==> src/smbc_pkg.sv <==
// package: register map, field layout and types of the supply monitor bank
package smbc_pkg;
  localparam int ADDR_W = 8;
  localparam logic [7:0] OFF_ALT = 8'h94;
  localparam logic [7:0] OFF_DIG = 8'h98;
  localparam logic [7:0] OFF_IO = 8'h9c;
  localparam logic [7:0] OFF_BKP = 8'ha4;
  localparam logic [7:0] OFF_CFG = 8'hbc;
  localparam logic [7:0] OFF_ANA = 8'hc0;
  localparam logic [7:0] OFF_IRQ_STATUS = 8'hc4;
  localparam logic [7:0] OFF_IRQ_MASK = 8'hc8;
  localparam int NCH = 5;
  localparam int CH_ANA = 0;
  localparam int CH_ALT = 1;
  localparam int CH_DIG = 2;
  localparam int CH_IO = 3;
  localparam int CH_BKP = 4;
  localparam int BIT_EN = 0;
  localparam int BIT_CLIMB = 2;
  localparam int BIT_DROP = 3;
  localparam int BIT_RETREL = 4;
  localparam int FINE_LO = 8;
  localparam int COARSE_LO = 12;
  localparam int BIT_CMPOFF = 31;
  localparam int NORM_LO = 20;
  localparam int BKMODE_LO = 16;
  localparam int SER_LO = 12;
  localparam int VOUT_LO = 8;
  localparam logic [31:0] CH_MASK = 32'h0000ff0d;
  localparam logic [31:0] IO_MASK = 32'h0000ff1d;
  localparam logic [31:0] CFG_MASK = 32'h80333300;
  localparam logic [31:0] RESET_VAL = 32'h00000000;
  // status bits: 0..4 wake per channel, 5 retention release
  localparam int NIRQ = 6;
  localparam int IRQ_RET = 5;
  typedef enum logic [1:0] {
    SMBC_LINK_NONE = 2'h0,
    SMBC_LINK_DIODE_BACKUP_TO_PRIMARY = 2'h1,
    SMBC_LINK_DIODE_PRIMARY_TO_BACKUP = 2'h2,
    SMBC_LINK_DIRECT = 2'h3
  } smbc_link_t;
  typedef enum logic [1:0] {
    SMBC_VOUT_SWITCH_OPEN = 2'h0,
    SMBC_VOUT_SWITCH_WEAK = 2'h1,
    SMBC_VOUT_SWITCH_MEDIUM = 2'h2,
    SMBC_VOUT_SWITCH_STRONG = 2'h3
  } smbc_vout_t;
  typedef struct packed {
    logic enable;
    logic [3:0] threshold_coarse_trim;
    logic [3:0] threshold_fine_trim;
  } smbc_chan_t;
  typedef struct packed {
    logic main_backup_comparator_off;
    smbc_link_t rail_link_normal_mode;
    smbc_link_t rail_link_backup_mode;
    logic [1:0] series_resistor_select;
    smbc_vout_t backup_output_resistor_select;
  } smbc_cfg_t;
endpackage

==> src/smbc_edge.sv <==
// module: per-channel monitor synchroniser and wake edge detector
`timescale 1ns/100ps
module smbc_edge
  import smbc_pkg::*;
(
  input wire logic mclk, // always-on clock
  input wire logic reset, // extended system reset
  input wire logic level_in, // raw comparator level
  input wire logic enable, // channel monitor enable
  output logic level, // synchronised level
  output logic rose, // one-cycle rising pulse
  output logic fell // one-cycle falling pulse
);
  logic meta;
  logic sync;
  logic prev;
  // two-stage synchroniser
  always_ff @(posedge mclk) begin
    if (reset) begin
      meta <= 1'b0;
      sync <= 1'b0;
    end else begin
      meta <= level_in;
      sync <= meta;
    end
  end
  // history tracks the pin even while disabled, so enabling cannot fake an edge
  always_ff @(posedge mclk) begin
    if (reset) begin
      prev <= 1'b0;
    end else begin
      prev <= sync;
    end
  end
  assign level = sync;
  // edges gated by enable
  assign rose = enable & sync & ~prev;
  assign fell = enable & ~sync & prev;
endmodule

==> src/smbc_top.sv <==
// module: supply monitor control and backup power configuration registers
// Function
// falling monitor edge wakes when drop set
// rising monitor edge wakes when climb set
// bit 0 enables each channel monitor
// coarse 15:12, fine 11:8 thresholds
// fields reset only on extended reset
// io retention released below threshold
// software sets comparator off without battery
// rail link fields per mode, four codes
// series resistor step in bits 13:12
// backup output resistor in bits 9:8
// output switch open, weak, medium, strong
// software writes zero to reserved bits
// monitor levels synchronised, edges detected
// single cycle access, reserved reads zero
//
// Strobed register access was left to the implementer.
`timescale 1ns/100ps
module smbc_top
  import smbc_pkg::*;
(
  input wire logic mclk, // 200 MHz always-on clock
  input wire logic reset, // extended system reset, active high
  input wire logic [ADDR_W-1:0] addr, // register byte address
  input wire logic [31:0] wdata, // write data
  input wire logic wr, // write strobe
  input wire logic rd, // read strobe
  output logic [31:0] rdata, // read data, cycle after rd
  input wire logic [NCH-1:0] monitor_level, // raw monitor outputs
  input wire logic hibernate_state, // device is in hibernate
  output logic [NCH-1:0] monitor_enable, // per channel enables
  output logic [NCH*8-1:0] monitor_threshold, // coarse:fine per channel
  output logic hibernate_wake, // wake pulse from hibernate
  output logic io_retention_release, // release pad retention
  output smbc_cfg_t backup_cfg, // backup switch configuration
  output logic irq // level interrupt
);
  logic [31:0] chreg [NCH];
  logic [31:0] cfgreg;
  logic [NIRQ-1:0] irq_status;
  logic [NIRQ-1:0] irq_mask;
  logic [NCH-1:0] lvl;
  logic [NCH-1:0] rose;
  logic [NCH-1:0] fell;
  logic [NCH-1:0] wake_ev;
  logic ret_ev;
  logic [NIRQ-1:0] ev;

  function automatic int ch_index(input logic [ADDR_W-1:0] a);
    case (a)
      OFF_ANA: ch_index = CH_ANA;
      OFF_ALT: ch_index = CH_ALT;
      OFF_DIG: ch_index = CH_DIG;
      OFF_IO: ch_index = CH_IO;
      OFF_BKP: ch_index = CH_BKP;
      default: ch_index = -1;
    endcase
  endfunction

  function automatic logic [31:0] ch_mask(input int idx);
    ch_mask = (idx == CH_IO) ? IO_MASK : CH_MASK;
  endfunction

  genvar g;
  generate
    for (g = 0; g < NCH; g++) begin : gch
      smbc_edge u_edge (
        .mclk(mclk),
        .reset(reset),
        .level_in(monitor_level[g]),
        .enable(chreg[g][BIT_EN]),
        .level(lvl[g]),
        .rose(rose[g]),
        .fell(fell[g])
      );
      // wake edge select
      assign wake_ev[g] = (rose[g] & chreg[g][BIT_CLIMB]) |
                          (fell[g] & chreg[g][BIT_DROP]);
      // channel fields on extended reset only
      always_ff @(posedge mclk) begin
        if (reset) begin
          chreg[g] <= RESET_VAL;
        end else if (wr && ch_index(addr) == g) begin
          // only defined fields stored
          chreg[g] <= wdata & ch_mask(g);
        end
      end
      // drive monitor controls
      always_ff @(posedge mclk) begin
        if (reset) begin
          monitor_enable[g] <= 1'b0;
          monitor_threshold[g*8 +: 8] <= 8'h00;
        end else begin
          monitor_enable[g] <= chreg[g][BIT_EN];
          monitor_threshold[g*8 +: 8] <= {chreg[g][COARSE_LO +: 4],
                                          chreg[g][FINE_LO +: 4]};
        end
      end
    end
  endgenerate

  // below threshold while enabled releases retention
  assign ret_ev = chreg[CH_IO][BIT_RETREL] & chreg[CH_IO][BIT_EN] &
                  fell[CH_IO];
  assign ev = {ret_ev, wake_ev};

  // config register, reserved bits dropped
  always_ff @(posedge mclk) begin
    if (reset) begin
      cfgreg <= RESET_VAL;
    end else if (wr && addr == OFF_CFG) begin
      cfgreg <= wdata & CFG_MASK;
    end
  end

  // decoded config outputs
  always_ff @(posedge mclk) begin
    if (reset) begin
      backup_cfg <= '0;
    end else begin
      backup_cfg.main_backup_comparator_off <= cfgreg[BIT_CMPOFF];
      backup_cfg.rail_link_normal_mode <=
        smbc_link_t'(cfgreg[NORM_LO +: 2]);
      backup_cfg.rail_link_backup_mode <=
        smbc_link_t'(cfgreg[BKMODE_LO +: 2]);
      backup_cfg.series_resistor_select <= cfgreg[SER_LO +: 2];
      backup_cfg.backup_output_resistor_select <=
        smbc_vout_t'(cfgreg[VOUT_LO +: 2]);
    end
  end

  // wake asserted only while hibernating
  always_ff @(posedge mclk) begin
    if (reset) begin
      hibernate_wake <= 1'b0;
    end else begin
      hibernate_wake <= hibernate_state & (|wake_ev);
    end
  end

  // retention release holds until level recovers, hibernate ends or the io release bit is cleared
  always_ff @(posedge mclk) begin
    if (reset) begin
      io_retention_release <= 1'b0;
    end else if (ret_ev) begin
      io_retention_release <= 1'b1;
    end else if (!hibernate_state || !chreg[CH_IO][BIT_RETREL] ||
                 lvl[CH_IO]) begin
      io_retention_release <= 1'b0;
    end
  end

  // sticky status, write one clears; a new event beats the clear
  always_ff @(posedge mclk) begin
    if (reset) begin
      irq_status <= '0;
    end else if (wr && addr == OFF_IRQ_STATUS) begin
      irq_status <= (irq_status & ~wdata[NIRQ-1:0]) | ev;
    end else begin
      irq_status <= irq_status | ev;
    end
  end

  always_ff @(posedge mclk) begin
    if (reset) begin
      irq_mask <= '0;
    end else if (wr && addr == OFF_IRQ_MASK) begin
      irq_mask <= wdata[NIRQ-1:0];
    end
  end

  // registered one cycle behind status, as all outputs are flops
  always_ff @(posedge mclk) begin
    if (reset) begin
      irq <= 1'b0;
    end else begin
      irq <= |(irq_status & irq_mask);
    end
  end

  // single cycle read, reserved and unmapped read zero
  always_ff @(posedge mclk) begin
    if (reset) begin
      rdata <= 32'h00000000;
    end else if (rd) begin
      case (addr)
        OFF_ANA: rdata <= chreg[CH_ANA];
        OFF_ALT: rdata <= chreg[CH_ALT];
        OFF_DIG: rdata <= chreg[CH_DIG];
        OFF_IO: rdata <= chreg[CH_IO];
        OFF_BKP: rdata <= chreg[CH_BKP];
        OFF_CFG: rdata <= cfgreg;
        OFF_IRQ_STATUS: rdata <= {{(32-NIRQ){1'b0}}, irq_status};
        OFF_IRQ_MASK: rdata <= {{(32-NIRQ){1'b0}}, irq_mask};
        default: rdata <= 32'h00000000;
      endcase
    end else begin
      rdata <= 32'h00000000;
    end
  end
endmodule

==> config.mk <==
export PLATFORM = sky130hd
export DESIGN_NAME = smbc_top
export DESIGN_NICKNAME = d
export VERILOG_FILES = /design/src/smbc_pkg.sv /design/src/smbc_edge.sv /design/src/smbc_top.sv
export SDC_FILE = /design/constraint.sdc
export NUM_CORES = 1
export LEC_CHECK = 0
export ABC_AREA = 1
export BUFFER_PORTS_ARGS = -buffer_cell sky130_fd_sc_hd__buf_2
export CORE_MARGIN = 5
export CORE_UTILIZATION = 30
export DETAILED_ROUTE_END_ITERATION = 16
export PLACE_DENSITY = 0.58
export SYNTH_ARGS = -nofsm -noshare
export SYNTH_HDL_FRONTEND = slang
export SYNTH_SLANG_ARGS = --single-unit
==> constraint.sdc <==
create_clock -name mclk -period 2.2 [get_ports mclk]
set_clock_uncertainty 0.15 [all_clocks]
set_input_delay 0.44 -clock mclk [delete_from_list [all_inputs] [get_ports mclk]]
set_output_delay 0.44 -clock mclk [all_outputs]
set_load 0.03 [all_outputs]
==> results by group <==
Clocking
  • H-tree Lvls: 4
  • CTS tree: done
  • Post-CTS setup buffers: 0
  • Clock tree buffer depth: 2
  • Post-cts repair resize count: 0
  • Number of buffers created by CTS: 17
  • Register clock-pin slew on the reported worst setup and hold paths: 0.06 ns
  • Count of clock tree sinks: between 150 and 200
  • Worst skew pair latency: ~0.43 ns
  • Clk root buf: sky130_fd_sc_hd__clkbuf_16
  • Number of buffers inserted by hold repair at cts: 0

Die
  • Row count: 53
  • Vertical extent of the die: between 150 and 200 um
  • Ports: around 140
  • Width of the die: 155 um
  • Floorplan Core Area: 0.0209 mm^2
  • Floorplan die area: between 0.02 and 0.025 mm^2
  • Initial Utilization: 0.302

STA
  • Minimum clock period: 1.62 ns
  • Number of failing setup endpoints in the final timing report: 0
  • Fraction of the cycle the final worst path needs: 0.735
  • Fin. Hold Viols: 0
  • Max-slew violation total from the final report: 0
  • RSZ-0062 raised after global routing: false
  • Setup total negative slack: 0 ns
  • Maximum clock frequency: ~0.62 GHz

Logic synthesis
  • Count of unique library cells instantiated by Yosys: 27
  • Library cell with the largest summed area after synthesis: sky130_fd_sc_hd__dfxtp_1
  • Post-Synthesis Cell Area: between 0.006 and 0.007 mm^2
  • #FFs+latches synth: between 150 and 200
  • Top_reg_cell synth: sky130_fd_sc_hd__dfxtp_1
  • Post-Synthesis Cells: slightly above 700
  • Syn avg cell area: 8.92 um^2
  • Yosys warns: 0
  • Fraction of synthesis flops using an asynchronous set or reset pin: 0
  • Share of Yosys cell area claimed by the top area cell type: 0.355
  • Portion of the post-synthesis area used by sequential elements: 0.621
  • Post-synth EDFFs: 56
  • Cell types with the largest area share after synthesis: sky130_fd_sc_hd__dfxtp_1 36%, sky130_fd_sc_hd__edfxtp_1 27%, sky130_fd_sc_hd__nor2_1 8.6%

Route
  • Antenna viol nets, final: 0
  • Number of vias in the routed layout: ~4,900
  • Final wirelength: 16,200 um
  • First drt pass iteration count: 5
  • Via density: 4.30
  • Detailed-route DRC error count: 0
  • 1st-iter DRT viols: between 200 and 300
  • Post-DR wirelength/cell: 14.4 um

Global route
  • Total global-route track usage: 0.136
  • Wire length of the first global-routing pass: 25,500 um
  • Total overflow reported by the global router: 0
  • Largest net degree at the start of global routing: 82
  • Number of antenna violations at the first check in global routing: 2
  • Vias in the first global route: about 4,700

Place
  • Port-buffer cells: roughly 110
  • Post-detail-place hpwl: approximately 12,000 um
  • Placed Cells: ~1,100
  • Routability-driven placement congestion ratio: ~0.81

Worst hold path
  • Min-Delay Path Class: input port to register

Setup path
  • Largest fanout of any net on the critical path: 18
  • Arrival time of the worst setup path: about 1.8 ns
  • Sort of element at the start of the critical path: input port
  • Critical path class: input port to register
  • Sort of element at the end of the critical path: register
  • Worst R2R Setup Slack: 0.79 ns
  • Required time of the critical path: around 2.4 ns

Final layout
  • Area added between synthesis and finish: 25.0%
  • Number of fillers in the final layout: between 2,000 and 2,500
  • Fraction of final layout cells with drive strength greater than 1: 0.244
  • Final net count: 891
  • Utilization after layout: 0.378
  • Non-filler cells in the finished layout: ~1,100

Power
  • Power density over the cells: between 800 and 900 mW/mm^2
  • Peak ir drop on the vdd network: ~350 uV
  • Static leakage: approximately 0.0036 uW

Run status
  • Status: finished, final reports clean

Flow run
  • Max-cap check violation count: 0
final timing paths:
path	startpoint	to	depth (start not counted)
max reg2reg	chreg[3][0]	hibernate_wake	6
max	addr[6]	cfgreg[12]	7
min reg2reg	gch[4].u_edge.meta	gch[4].u_edge.level	2
min	monitor_level[3]	gch[3].u_edge.meta	3
worst max-delay path, stage by stage:
cell                      delay [ns]
sky130_fd_sc_hd__buf_2          0.10
sky130_fd_sc_hd__inv_1          0.05
sky130_fd_sc_hd__nand2_2        0.11
sky130_fd_sc_hd__nor2_2         0.34
sky130_fd_sc_hd__nand3_2        0.38
sky130_fd_sc_hd__o21ai_0        0.28
sky130_fd_sc_hd__a21oi_1        0.06
layout make-up:
type | instances | area (um^2) | area share
clock inverters | 13 | 150 | 0.0190
repair buffers | 141 | 803 | 0.102
diodes | 1 | 2.50 | 0.000317
flip-flops and latches | 168 | 3920 | 0.497
well taps | 275 | 344 | 0.0436
inverters | 108 | 407 | 0.0515
clock buffers | 19 | 464 | 0.0588
multi-input cells | 405 | 1800 | 0.228
cells in the mapped netlist (2+ instances only):
library cell	instances
sky130_fd_sc_hd__nand3_1	65
sky130_fd_sc_hd__dfxtp_1	112
sky130_fd_sc_hd__o21ai_1	4
sky130_fd_sc_hd__buf_4	17
sky130_fd_sc_hd__nor3_1	9
sky130_fd_sc_hd__edfxtp_1	56
sky130_fd_sc_hd__nand2_2	8
sky130_fd_sc_hd__nand2_1	85
sky130_fd_sc_hd__clkbuf_1	2
sky130_fd_sc_hd__inv_1	101
sky130_fd_sc_hd__buf_1	7
sky130_fd_sc_hd__a22o_1	2
sky130_fd_sc_hd__o21ai_0	25
sky130_fd_sc_hd__inv_2	6
sky130_fd_sc_hd__nor2_2	16
sky130_fd_sc_hd__buf_2	12
sky130_fd_sc_hd__a21oi_1	26
sky130_fd_sc_hd__nand4_1	2
sky130_fd_sc_hd__nor2_1	145
sequential cells by signal, summed over array words and instances, names as in the netlist:
signal,cells
backup_cfg,9
monitor_threshold,40
irq,1
gch.u_edge.prev,5
io_retention_release,1
cfgreg,9
hibernate_wake,1
monitor_enable,5
rdata,19
irq_mask,6
gch.u_edge.meta,5
gch.u_edge.level,5
irq_status,6
chreg,56
routing by layer:
metal,up-vias,track usage,routed length (um)
met1,2231,0.193,7860
met5,-,0,7
li1,2456,-,-
met3,20,0.0392,1070
met4,2,0.0492,255
met2,151,0.198,7050
cell usage in the layout (no fill, tap or decap), types with 2 or more instances in the layout:
| master | count |
|---|---|
| sky130_fd_sc_hd__nor2_1 | 145 |
| sky130_fd_sc_hd__dfxtp_1 | 112 |
| sky130_fd_sc_hd__buf_2 | 112 |
| sky130_fd_sc_hd__inv_1 | 101 |
| sky130_fd_sc_hd__nand2_1 | 85 |
| sky130_fd_sc_hd__nand3_1 | 65 |
| sky130_fd_sc_hd__edfxtp_1 | 56 |
| sky130_fd_sc_hd__buf_4 | 27 |
| sky130_fd_sc_hd__a21oi_1 | 26 |
| sky130_fd_sc_hd__o21ai_0 | 20 |
| sky130_fd_sc_hd__clkbuf_16 | 18 |
| sky130_fd_sc_hd__nor2_2 | 16 |
| sky130_fd_sc_hd__conb_1 | 13 |
| sky130_fd_sc_hd__o21ai_1 | 9 |
| sky130_fd_sc_hd__nor3_1 | 9 |
| sky130_fd_sc_hd__nand2_2 | 8 |
| sky130_fd_sc_hd__inv_2 | 6 |
| sky130_fd_sc_hd__inv_6 | 4 |
| sky130_fd_sc_hd__a22o_1 | 2 |
| sky130_fd_sc_hd__nand4_1 | 2 |
| sky130_fd_sc_hd__clkinvlp_4 | 2 |
| sky130_fd_sc_hd__inv_8 | 2 |
| sky130_fd_sc_hd__clkinv_8 | 2 |
| sky130_fd_sc_hd__buf_12 | 2 |
metrics by stage:
step,total power [uW],setup slack [ns],hold slack (ns),cell area [um^2]
after floorplan,3710,0.210,0.238,6360
after global placement,3880,0.184,0.246,7270
after detailed placement,3880,0.172,0.244,7270
after CTS,6920,0.597,0.0554,7890
after global routing,7100,0.419,0.0537,7890
final,6850,0.582,0.0672,7890
power by group:
| part | total (uW) | internal [uW] | switching [uW] | leakage (uW) |
|---|---|---|---|---|
| Combinational | 441 | 114 | 327 | 0.00190 |
| Sequential | 3360 | 3310 | 51.4 | 0.00145 |
| Clock | 3040 | 1710 | 1330 | 0.000296 |
logic make-up after synthesis:
logic type / after synthesis / synth area share
AND/OR/NAND/NOR: 334 / 0.229
AO/OA/AOI/OAI: 58 / 0.0474
buffers and inverters: 147 / 0.101
other: 1 / 0.000594
flip-flops: 168 / 0.621
Power figures use the tool's default switching activity.
